### src/smc_map.vh
// Register map, field positions and timing constants of the supply monitor block
`ifndef SMC_MAP_VH
`define SMC_MAP_VH

`define SMC_ADDR_W            32
`define SMC_DATA_W            8

`define SMC_ADDR_MON_CTRL     32'hffff0440
`define SMC_ADDR_REF_CTRL     32'hffff0480
`define SMC_ADDR_ADC_CHAN     32'hffff0500
`define SMC_ADDR_EPISODES     32'hffff0504

`define SMC_MON_FLAG_BIT      0
`define SMC_MON_ENABLE_BIT    1
`define SMC_MON_TRIP_BIT      2
`define SMC_MON_CMP_BIT       3

`define SMC_REF_1V2_BIT       0
`define SMC_REF_2V5_BIT       1
`define SMC_REF_BUF_BIT       2

`define SMC_CHAN_W            5
`define SMC_CHAN_IO_SUPPLY    5'h13
`define SMC_CHAN_SETTLED_BIT  7

`define SMC_MON_CTRL_RESET    8'h00
`define SMC_REF_CTRL_RESET    8'h01
`define SMC_ADC_CHAN_RESET    5'h00
`define SMC_ZERO_BYTE         8'h00

`define SMC_CLK_MHZ           25
`define SMC_SETTLE_NS         60000
`define SMC_SETTLE_CYCLES     ((`SMC_SETTLE_NS * `SMC_CLK_MHZ + 999) / 1000)

`endif

### src/smc_top.v
// Supply monitor control, reference control and supply channel routing
`timescale 1ns/100ps
`include "smc_map.vh"
module smc_top #(
  parameter ADDR_W         = `SMC_ADDR_W,
  parameter DATA_W         = `SMC_DATA_W,
  parameter CHAN_W         = `SMC_CHAN_W,
  parameter SETTLE_CYCLES  = `SMC_SETTLE_CYCLES,
  parameter EPISODE_W      = 8
) (
  input  wire                clk,
  input  wire                rst,
  input  wire [ADDR_W-1:0]   reg_addr,
  input  wire [DATA_W-1:0]   reg_wdata,
  input  wire                reg_wr,
  input  wire                reg_rd,
  output reg  [DATA_W-1:0]   reg_rdata,
  input  wire                supply_above_trip,
  input  wire                normal_irq_enable_reg,
  input  wire                fast_irq_enable_reg,
  output wire                normal_irq_req,
  output wire                fast_irq_req,
  output reg                 monitor_enable,
  output reg                 trip_level_select,
  output reg                 ref_1v2_out_en,
  output reg                 ref_2v5_out_en,
  output reg                 ref_buf_out_en,
  output reg  [CHAN_W-1:0]   adc_positive_channel_select,
  output reg                 adc_route_io_supply
);

  // Settle counts above 65536 would need a wider counter
  localparam                CNT_W         = 16;
  localparam [31:0]         SETTLE_LAST_W = SETTLE_CYCLES - 1;
  localparam [CNT_W-1:0]    SETTLE_LAST   = SETTLE_LAST_W[CNT_W-1:0];
  localparam [DATA_W-1:0]   MON_RST       = `SMC_MON_CTRL_RESET;
  localparam [DATA_W-1:0]   REF_RST       = `SMC_REF_CTRL_RESET;
  localparam [0:0]          REF_BUF_RST   = (REF_RST != `SMC_ZERO_BYTE);
  // Comparator history reads high at reset, as an idle monitor would
  localparam [0:0]          CMP_RST       = 1'b1;

  // Decode of one register address, shared by read and write paths
  function hit;
    input [ADDR_W-1:0] addr;
    input [ADDR_W-1:0] target;
    begin
      hit = (addr == target);
    end
  endfunction

  // Channel code that selects the monitored supply
  function is_supply_chan;
    input [CHAN_W-1:0] code;
    begin
      is_supply_chan = (code == `SMC_CHAN_IO_SUPPLY);
    end
  endfunction

  wire                 cmp_sync;
  reg                  cmp_prev_q;
  reg                  flag_q;
  reg                  flag_d;
  reg                  served_q;
  reg                  served_d;
  reg  [DATA_W-1:0]    ref_ctrl_q;
  reg  [DATA_W-1:0]    ref_ctrl_d;
  reg  [CHAN_W-1:0]    chan_d;
  reg  [CNT_W-1:0]     settle_cnt_q;
  reg  [CNT_W-1:0]     settle_cnt_d;
  reg                  settled_q;
  reg                  settled_d;
  reg  [EPISODE_W-1:0] episodes_q;
  reg  [EPISODE_W-1:0] episodes_d;
  reg  [DATA_W-1:0]    rdata_d;
  reg                  mon_en_d;
  reg                  trip_d;

  wire wr_mon;
  wire wr_ref;
  wire wr_chan;
  wire wr_epi;
  wire clear_req;
  wire low_entry;

  // Comparator is asynchronous; reset value 1 makes bit 3 read high at first
  smc_sync2 #(
    .RESET_VAL (CMP_RST)
  ) u_cmp_sync (
    .clk       (clk),
    .rst       (rst),
    .async_in  (supply_above_trip),
    .sync_out  (cmp_sync)
  );

  smc_irq_gate u_irq (
    .clk                   (clk),
    .rst                   (rst),
    .flag                  (flag_q),
    .served                (served_q),
    .normal_irq_enable_reg (normal_irq_enable_reg),
    .fast_irq_enable_reg   (fast_irq_enable_reg),
    .normal_irq_req        (normal_irq_req),
    .fast_irq_req          (fast_irq_req)
  );

  assign wr_mon    = reg_wr & hit(reg_addr, `SMC_ADDR_MON_CTRL);
  assign wr_ref    = reg_wr & hit(reg_addr, `SMC_ADDR_REF_CTRL);
  assign wr_chan   = reg_wr & hit(reg_addr, `SMC_ADDR_ADC_CHAN);
  assign wr_epi    = reg_wr & hit(reg_addr, `SMC_ADDR_EPISODES);
  assign clear_req = wr_mon & reg_wdata[`SMC_MON_FLAG_BIT];
  assign low_entry = cmp_prev_q & ~cmp_sync;

  // Low-supply flag and its served marker
  always @* begin
    flag_d   = flag_q;
    served_d = served_q;
    if (!cmp_sync) begin
      // Low level wins over any clearing write
      flag_d = 1'b1;
      if (clear_req) begin
        // Write of 1 while low only marks the episode as handled
        served_d = flag_q;
      end
    end else begin
      served_d = 1'b0;
      if (clear_req) begin
        flag_d = 1'b0;
      end
    end
  end

  // Monitor control stored bits; reserved bits are not kept
  always @* begin
    mon_en_d = monitor_enable;
    trip_d   = trip_level_select;
    if (wr_mon) begin
      mon_en_d = reg_wdata[`SMC_MON_ENABLE_BIT];
      trip_d   = reg_wdata[`SMC_MON_TRIP_BIT];
    end
  end

  // Reference control, all eight bits kept
  always @* begin
    ref_ctrl_d = ref_ctrl_q;
    if (wr_ref) begin
      ref_ctrl_d = reg_wdata;
    end
  end

  // Channel select and settling timer; restarts on every channel write
  always @* begin
    chan_d       = adc_positive_channel_select;
    settle_cnt_d = settle_cnt_q;
    settled_d    = settled_q;
    if (wr_chan) begin
      chan_d       = reg_wdata[CHAN_W-1:0];
      settle_cnt_d = {CNT_W{1'b0}};
      settled_d    = 1'b0;
    end else if (!settled_q) begin
      if (settle_cnt_q == SETTLE_LAST) begin
        settled_d = 1'b1;
      end else begin
        settle_cnt_d = settle_cnt_q + 1'b1;
      end
    end
  end

  // Count of low-supply episodes, saturating, cleared by any write
  always @* begin
    episodes_d = episodes_q;
    if (wr_epi) begin
      // A drop in the clearing cycle is still counted
      episodes_d = {{(EPISODE_W-1){1'b0}}, low_entry};
    end else if (low_entry && (episodes_q != {EPISODE_W{1'b1}})) begin
      episodes_d = episodes_q + 1'b1;
    end
  end

  // Read mux; unmapped addresses return zero
  always @* begin
    rdata_d = `SMC_ZERO_BYTE;
    if (hit(reg_addr, `SMC_ADDR_MON_CTRL)) begin
      rdata_d[`SMC_MON_FLAG_BIT]   = flag_q;
      rdata_d[`SMC_MON_ENABLE_BIT] = monitor_enable;
      rdata_d[`SMC_MON_TRIP_BIT]   = trip_level_select;
      rdata_d[`SMC_MON_CMP_BIT]    = cmp_sync;
    end else if (hit(reg_addr, `SMC_ADDR_REF_CTRL)) begin
      rdata_d = ref_ctrl_q;
    end else if (hit(reg_addr, `SMC_ADDR_ADC_CHAN)) begin
      rdata_d[CHAN_W-1:0]            = adc_positive_channel_select;
      rdata_d[`SMC_CHAN_SETTLED_BIT] = settled_q;
    end else if (hit(reg_addr, `SMC_ADDR_EPISODES)) begin
      rdata_d = episodes_q;
    end
  end

  // Low-supply flag; bit 0 is clear in the monitor control reset value
  always @(posedge clk or posedge rst) begin
    if (rst) begin
      flag_q <= MON_RST[`SMC_MON_FLAG_BIT];
    end else begin
      flag_q <= flag_d;
    end
  end

  // Served marker
  always @(posedge clk or posedge rst) begin
    if (rst) begin
      served_q <= 1'b0;
    end else begin
      served_q <= served_d;
    end
  end

  // History starts at the synchroniser's reset level: no false drop
  always @(posedge clk or posedge rst) begin
    if (rst) begin
      cmp_prev_q <= CMP_RST;
    end else begin
      cmp_prev_q <= cmp_sync;
    end
  end

  // Reference control store
  always @(posedge clk or posedge rst) begin
    if (rst) begin
      ref_ctrl_q <= REF_RST;
    end else begin
      ref_ctrl_q <= ref_ctrl_d;
    end
  end

  // Settle counter
  always @(posedge clk or posedge rst) begin
    if (rst) begin
      settle_cnt_q <= {CNT_W{1'b0}};
    end else begin
      settle_cnt_q <= settle_cnt_d;
    end
  end

  // Idle channel counts as settled after reset
  always @(posedge clk or posedge rst) begin
    if (rst) begin
      settled_q <= 1'b1;
    end else begin
      settled_q <= settled_d;
    end
  end

  // Episode counter
  always @(posedge clk or posedge rst) begin
    if (rst) begin
      episodes_q <= {EPISODE_W{1'b0}};
    end else begin
      episodes_q <= episodes_d;
    end
  end

  // Read data stand only in the cycle after the strobe
  always @(posedge clk or posedge rst) begin
    if (rst) begin
      reg_rdata <= `SMC_ZERO_BYTE;
    end else begin
      reg_rdata <= reg_rd ? rdata_d : `SMC_ZERO_BYTE;
    end
  end

  // Monitor power pin
  always @(posedge clk or posedge rst) begin
    if (rst) begin
      monitor_enable <= MON_RST[`SMC_MON_ENABLE_BIT];
    end else begin
      monitor_enable <= mon_en_d;
    end
  end

  // Trip level pin
  always @(posedge clk or posedge rst) begin
    if (rst) begin
      trip_level_select <= MON_RST[`SMC_MON_TRIP_BIT];
    end else begin
      trip_level_select <= trip_d;
    end
  end

  // Low reference output switch
  always @(posedge clk or posedge rst) begin
    if (rst) begin
      ref_1v2_out_en <= REF_RST[`SMC_REF_1V2_BIT];
    end else begin
      ref_1v2_out_en <= ref_ctrl_d[`SMC_REF_1V2_BIT];
    end
  end

  // High reference output switch
  always @(posedge clk or posedge rst) begin
    if (rst) begin
      ref_2v5_out_en <= REF_RST[`SMC_REF_2V5_BIT];
    end else begin
      ref_2v5_out_en <= ref_ctrl_d[`SMC_REF_2V5_BIT];
    end
  end

  // Buffers stay on unless the whole register is cleared
  always @(posedge clk or posedge rst) begin
    if (rst) begin
      ref_buf_out_en <= REF_BUF_RST;
    end else begin
      ref_buf_out_en <= (ref_ctrl_d != `SMC_ZERO_BYTE);
    end
  end

  // Channel code pins
  always @(posedge clk or posedge rst) begin
    if (rst) begin
      adc_positive_channel_select <= `SMC_ADC_CHAN_RESET;
    end else begin
      adc_positive_channel_select <= chan_d;
    end
  end

  // Route decoded from the same next code, so pins never disagree
  always @(posedge clk or posedge rst) begin
    if (rst) begin
      adc_route_io_supply <= 1'b0;
    end else begin
      adc_route_io_supply <= is_supply_chan(chan_d);
    end
  end

endmodule

### src/smc_sync2.v
// Two-flop synchroniser for the asynchronous comparator level
`timescale 1ns/100ps
module smc_sync2 #(
  parameter RESET_VAL = 1'b1
) (
  input  wire clk,
  input  wire rst,
  input  wire async_in,
  output reg  sync_out
);
  reg meta_q;

  // First stage feeds only the second stage
  always @(posedge clk or posedge rst) begin
    if (rst) begin
      meta_q   <= RESET_VAL;
      sync_out <= RESET_VAL;
    end else begin
      meta_q   <= async_in;
      sync_out <= meta_q;
    end
  end
endmodule

### src/smc_irq_gate.v
// Interrupt request gating towards the normal and fast interrupt lines
`timescale 1ns/100ps
module smc_irq_gate (
  input  wire clk,
  input  wire rst,
  input  wire flag,
  input  wire served,
  input  wire normal_irq_enable_reg,
  input  wire fast_irq_enable_reg,
  output reg  normal_irq_req,
  output reg  fast_irq_req
);
  wire pending;

  // Served episodes stay quiet until the supply recovers
  assign pending = flag & ~served;

  always @(posedge clk or posedge rst) begin
    if (rst) begin
      normal_irq_req <= 1'b0;
      fast_irq_req   <= 1'b0;
    end else begin
      normal_irq_req <= pending & normal_irq_enable_reg;
      fast_irq_req   <= pending & fast_irq_enable_reg;
    end
  end
endmodule

### config.mk
export PLATFORM = sky130hd
export DESIGN_NAME = smc_top
export DESIGN_NICKNAME = d
export VERILOG_FILES = /design/src/smc_top.v /design/src/smc_sync2.v /design/src/smc_irq_gate.v
export VERILOG_INCLUDE_DIRS = /design/src
export SDC_FILE = /design/constraint.sdc
export NUM_CORES = 1
export LEC_CHECK = 0
export BUFFER_PORTS_ARGS = -buffer_cell sky130_fd_sc_hd__buf_2
export CAP_MARGIN = 5
export CORE_UTILIZATION = 50
export DETAILED_ROUTE_END_ITERATION = 6
export PLACE_DENSITY = 0.85
export SLEW_MARGIN = 20
export SYNTH_ARGS = -nofsm -noshare
export SYNTH_HDL_FRONTEND = slang
export SYNTH_SLANG_ARGS = --single-unit
### constraint.sdc
create_clock -name clk -period 2.05 [get_ports clk]
set_input_delay 0.1025 -clock clk [delete_from_list [all_inputs] [get_ports clk]]
set_output_delay 0.1025 -clock clk [all_outputs]
set_load 0.05 [all_outputs]
==> qor.csv, run 1 <==
metric,value,unit
cts_buffers,9,
port_buffers,67,
fp.dieArea,6100,sq um
drive_gt1_share,38.5,%
routed_wl,6.75,mm
yosys.area.top_type_share,44.1,%
num_vias,2512,
hold_viol,0,
ant_nets,0,
ys_warn_count,0,
ir_drop,0.502,mV
syn_inst,265,
path_cells,"buf_2, or4b_4, or4_4, buf_4, nor4_1, buf_4, mux2i_1",
synth_top_flop_cell,dfrtp_1,
required,2.31,ns
cts_setup_buffers,0,
yosysMostFrequentCell,dfrtp_1,
post-route-period-util,91.7,%
cts_tree,built,
power.total,2.86,mW
finClkSkew,0.00650,ns
drc,0,
final_net_count,402,
clk_path_buf_depth,2,
clock-sinks,57,
synth_nets,314,
placed_area,3410,sq um
fmax,0.532,GHz
final.setup.worst_slack,0.171,ns
crit_slowest_cell,or4b_4,
design_area,3670,sq um
syn_to_final_growth,26.6,%
place.gp.congestion,0.861,
min_period,1.88,ns
start_util,52.3,%
synth_cell_types,44,
synth_common_cells,"51 x dfrtp_1, 24 x nor2_1, 21 x mux2_2",
tightest_slew,0.700,ns
grt_pass1_vias,2464,
leakage,1.71,nW
grt_pass1_wl,11.5,mm
die_x,78.1,microns
hpwl,5.03,mm
crit_family,simple AND/OR/NAND/NOR gates,
seq_area_frac_synth,49.5,%
synth_edf_count,0,
num_io_pins,68,
grt_max_degree,58,
vias_per_cell,5.84,
clock_latency,0.34,ns
ys_ff_latch,57,
wire_per_inst,15.7,microns
drtIter0Drc,134,
synth_area_leader_cell,dfrtp_1,
drv_slew,0,
crit_buf_inv,3,
arrival,2.14,ns
die_h,78.1,microns
nFillCells,453,
cp_common_cell,buf_4,
path_class,in -> reg,
dr.pass1.iters,5,
synth_area,2900,sq um
status,completed,
grt_overflow_total,0,
antenna_cells,0,
synth_area_leaders,"dfrtp_1 44%, mux2_2 8.2%, dfstp_2 5.4%, nand4_1 3.9%, nor2_1 3.1%",
relSlewSlack,53.3,%
htree_levels,3,
synth_area_per_cell,10.9,sq um
antenna_found_initial,0,
cp_max_fo,7,
worst_path_largest_cell_delay,0.53,ns
clkTransAtPathRegs,0.07,ns
dp_slack,-0.131,ns
rsz0062_at_grt,false,
async_flop_share,100,%
hold_class,in -> reg,
finalSetupViolations,0,
powerDensity,781,nW/um^2
row_count,27,
final_util,66.2,%
maxCapViolations,0,
cp-start-kind,primary input,
clockRootBuffer,clkbuf_8,
core_area,5540,sq um
grtUsageTotal,24.8,%
critPathCaptureType,flop,
[state kept, by name (all words and copies together) (netlist names), 5 cells and up]
signal                       count
settle_cnt_q                    16
episodes_q                       8
ref_ctrl_q                       8
reg_rdata                        8
adc_positive_channel_select      5
[power breakdown]
group,internal (mW),switching (mW)
Clock,0.784,0.454
Combinational,0.155,0.156
Sequential,1.20,0.111
[timing repair]
action,in CTS,in global routing
gates resized for setup,0,0
hold endpoints to repair,52,0
hold buffers,2,0
[worst register-to-register path: cells and delay by family, from the launching register on]
kind	cells	cell delay, ns
simple gates	3	1.18
flops	1	0.43
compound gates	1	0.16
[metrics by stage]
step           TNS [ns]  cells  hold WS, ns
2_1_floorplan    -0.545    265        0.107
3_3_place_gp     -0.229    412        0.213
3_5_place_dp      -1.02    412        0.214
4_1_cts               0    430      0.00309
5_1_grt               0    430      0.00986
6_report              0    430       0.0138
[worst paths after layout]
kind / from / slack [ns] / cells after the start / endpoint
setup / recovery: reg_addr[14] / 0.17 / 7 / served_q
hold / removal: reg_wdata[7] / 0.01 / 2 / ref_ctrl_q[7]
setup reg to reg: settle_cnt_q[6] / 0.20 / 4 / settle_cnt_q[13]
hold reg to reg: u_cmp_sync.meta_q / 0.36 / 0 / u_cmp_sync.sync_out
max in group asynchronous: rst / 1.07 / 4 / ref_ctrl_q[2]
min in group asynchronous: rst / 0.51 / 4 / settle_cnt_q[2]
[layer usage]
| layer | track usage, % | part of all wire [%] | wire (microns) | vias up |
|---|---|---|---|---|
| met2 | 41.6 | 50 | 3370 | 103 |
| met4 | 10.4 | 2.1 | 141 | 0 |
| met5 | 0 | 0 | 0 | - |
| met3 | 5.58 | 5.7 | 388 | 14 |
| met1 | 30.8 | 42 | 2860 | 1214 |
| li1 | - | - | - | 1181 |
[cells by family (layout without fill, tap and decap cells)]
| logic type | after synthesis | after routing | synth area share [%] |
|---|---|---|---|
| compound gates | 33 | 33 | 7.99 |
| xor+xnor | 13 | 13 | 3.93 |
| fa+ha+maj | 2 | 2 | 0.864 |
| buf+inv | 15 | 108 | 2.76 |
| flops | 57 | 57 | 49.5 |
| mux | 26 | 26 | 10.1 |
| simple gates | 119 | 119 | 24.9 |
[cell type report]
type / count / area, sq um / area share (%)
flip-flops and latches: 57 / 1430 / 39.1
clock buffers: 12 / 165 / 4.50
well taps: 72 / 90.1 / 2.46
inverters: 5 / 18.8 / 0.512
multi-input cells: 193 / 1380 / 37.7
clock inverters: 4 / 73.8 / 2.01
repair buffers: 87 / 503 / 13.7
[layout by cell type (no fill, tap or decap), drive strengths merged, types with 5 or more instances in the layout]
| master | Yosys | routed |
|---|---|---|
| or3 | 6 | 6 |
| nor2 | 24 | 24 |
| nor3 | 6 | 6 |
| nand3 | 8 | 8 |
| mux2 | 22 | 22 |
| dfrtp | 51 | 51 |
| clkbuf | 6 | 12 |
| inv | 5 | 5 |
| nor4 | 12 | 12 |
| nand2 | 14 | 14 |
| xnor2 | 9 | 9 |
| or4 | 6 | 6 |
| a21oi | 11 | 11 |
| nand4 | 18 | 18 |
| o21ai | 6 | 6 |
| dfstp | 6 | 6 |
| buf | 4 | 85 |
Note: power is estimated with default switching activity, not from simulation.
==> run 2: changes to the inputs <==
--- a/config.mk
+++ b/config.mk
@@ -14,4 +14,5 @@
 export SLEW_MARGIN = 20
 export SYNTH_ARGS = -nofsm -noshare
 export SYNTH_HDL_FRONTEND = slang
+export SYNTH_HIERARCHICAL = 1
 export SYNTH_SLANG_ARGS = --single-unit
==> run 2 against run 1 <==
  * Global-route usage shrank 0.55 points
  * Synthesized cell count up 4.2%
  * Critical path type is now reg -> reg
  * Largest cell class unchanged
  * Final area is 4.2% lower
  * Combinational power down 55%
  * Sequential cell count unchanged
  * Routed wire length down 1.7%
  * Clock skew increased by 0.0053 ns
  * Largest power group unchanged
  * Critical path depth down 1
==> qor.csv, run 2 <==
metric,value,unit
regMostFlops,settle_cnt_q,
hp-start,reg_wdata[5],
dr.pass1.iters,4,
worst_r2r_path_depth,6,
synth_edf_count,0,
final_net_count,408,
grt_max_degree,54,
clkTransAtPathRegs,0.07,ns
clk_path_buf_depth,2,
row_count,27,
grt_overflow_total,0,
drv_slew,0,
synth_area_leaders,"dfrtp_1 45%, mux2_2 7.2%, dfstp_2 5.6%, nor2_1 5.3%, xor2_1 3.7%",
yosys.area.top_type_share,45.1,%
die_h,77.3,microns
vias_per_cell,5.61,
cts_tree,built,
largest_register_ffs,16,
r2r_end,episodes_q[7],
final_common_cell,buf_2,
ant_nets,0,
nFillCells,459,
fp.dieArea,5970,sq um
maxCapViolations,0,
cts_resized,0,
ys_ff_latch,57,
core_area,5470,sq um
final_util,64.2,%
fin_setup_tns,0,ns
place.gp.congestion,0.963,
arrival,2.07,ns
synth_area,2830,sq um
synth_nets,325,
synth_top_flop_cell,dfrtp_1,
clock_latency,0.34,ns
tightest_slew,0.658,ns
syn_inst,276,
path_cells,"ha_1, nand3_1, o21ai_1, nor3_1, xnor2_1, nor2_1",
grtUsageTotal,24.2,%
syn_to_final_growth,24.0,%
powerDensity,663,nW/um^2
drtIter0Drc,258,
hpwl,4.80,mm
crit_slowest_cell,o21ai_1,
synth_area_leader_cell,dfrtp_1,
htree_levels,3,
num_io_pins,68,
hold_class,in -> reg,
finClkSkew,0.0118,ns
final.setup.worst_slack,0.200,ns
cts_buffers,9,
yosysMostFrequentCell,dfrtp_1,
antenna_found_initial,0,
synth_cell_types,43,
rr_startpoint,episodes_q[0],
path_class,reg -> reg,
cp_max_fo,10,
hold_depth,2,
critPathCaptureType,flop,
grt_pass1_wl,11.1,mm
rsz0062_at_grt,false,
synth_area_per_cell,10.3,sq um
die_x,77.3,microns
relSlewSlack,55.9,%
routed_wl,6.64,mm
ys_warn_count,6,
port_buffers,67,
worst_path_largest_cell_delay,0.57,ns
clock-sinks,57,
drc,0,
async_flop_share,100,%
cp-start-kind,flop,
grt_pass1_vias,2351,
wire_per_inst,15.2,microns
start_util,51.7,%
holdPathEnd,ref_ctrl_q[5],
hold_viol,0,
ctsHoldBuffers,2,
drive_gt1_share,32.4,%
leakage,1.60,nW
antenna_cells,0,
synth_common_cells,"51 x dfrtp_1, 40 x nor2_1, 18 x mux2_2",
min_period,1.85,ns
reg2reg_slack,0.20,ns
post-route-period-util,90.2,%
ir_drop,0.614,mV
status,completed,
num_vias,2447,
dp_slack,0.205,ns
layout_common_cells,"67 x buf_2, 51 x dfrtp_1, 40 x nor2_1",
finalSetupViolations,0,
clockRootBuffer,clkbuf_8,
seq_area_frac_synth,50.6,%
power.total,2.33,mW
fmax,0.541,GHz
cts_setup_buffers,0,
required,2.27,ns
## run 2: cell types whose count changed in the layout (fill, tap and decap cells not counted), sizes merged, moves of 5 or more
cell / change
inv: +5
or4: -5
nand3: +6
nor2b: +8
xor2: +8
nor4: -5
nor2: +16
buf: -9
a22oi: +5
## run 2: worst max-delay path: cells and delay by family, from the launching register on
family	cells	cell delay, ns
fa+ha+maj	1	0.19
xor+xnor	1	0.18
simple gates	3	0.37
flops	1	0.42
compound gates	1	0.57
## run 2: layer usage
| layer | part of all wire [%] | track usage, % | wire length [microns] |
|---|---|---|---|
| met3 | 4.8 | 3.93 | 320 |
| met1 | 43 | 33.0 | 2850 |
| met5 | 0 | 0 | 0 |
| met2 | 51 | 37.4 | 3380 |
| met4 | 1.3 | 12.1 | 88 |
## run 2: where the power goes
group / switching (mW) / internal (mW) / total, mW
Combinational: 0.0832 / 0.0566 / 0.140
Clock: 0.431 / 0.624 / 1.05
Sequential: 0.00223 / 1.13 / 1.14
Total: 0.516 / 1.81 / 2.33
## run 2: stage by stage
| stage | instance area (sq um) | hold WS (ns) | cells |
|---|---|---|---|
| after floorplan | 2830 | -0.156 | 276 |
| after global placement | 3290 | -0.0239 | 418 |
| after detailed placement | 3290 | -0.0211 | 418 |
| after CTS | 3510 | 0.0117 | 436 |
| after global routing | 3510 | 0.0247 | 436 |
| final | 3510 | 0.0206 | 436 |
## run 2: cells by family after synthesis
group / synth area share, %
compound gates: 7.56
xor+xnor: 6.19
fa+ha+maj: 0.884
buf+inv: 2.43
flops: 50.6
mux: 8.22
simple gates: 24.1
## run 2: final cells by class
| cell class | count | area, sq um | share of cell area, % |
|---|---|---|---|
| multi-input cells | 203 | 1330 | 37.8 |
| well taps | 72 | 90.1 | 2.57 |
| repair buffers | 78 | 423 | 12.0 |
| clock buffers | 13 | 159 | 4.52 |
| inverters | 10 | 37.5 | 1.07 |
| clock inverters | 3 | 40.0 | 1.14 |
| flip-flops and latches | 57 | 1430 | 40.8 |
## run 2: worst max path at each step
stage	start	to	slack (ns)	depth (start not counted)
final	episodes_q[0]	episodes_q[7]	0.20	6
after global routing	episodes_q[0]	episodes_q[7]	0.002	6
after CTS	episodes_q[0]	episodes_q[7]	0.21	6
after detailed placement	reg_addr[18]	reg_rdata[1]	0.21	6
after global placement	reg_addr[18]	monitor_enable	0.25	6
after floorplan	reg_addr[18]	adc_positive_channel_select[2]	0.40	6
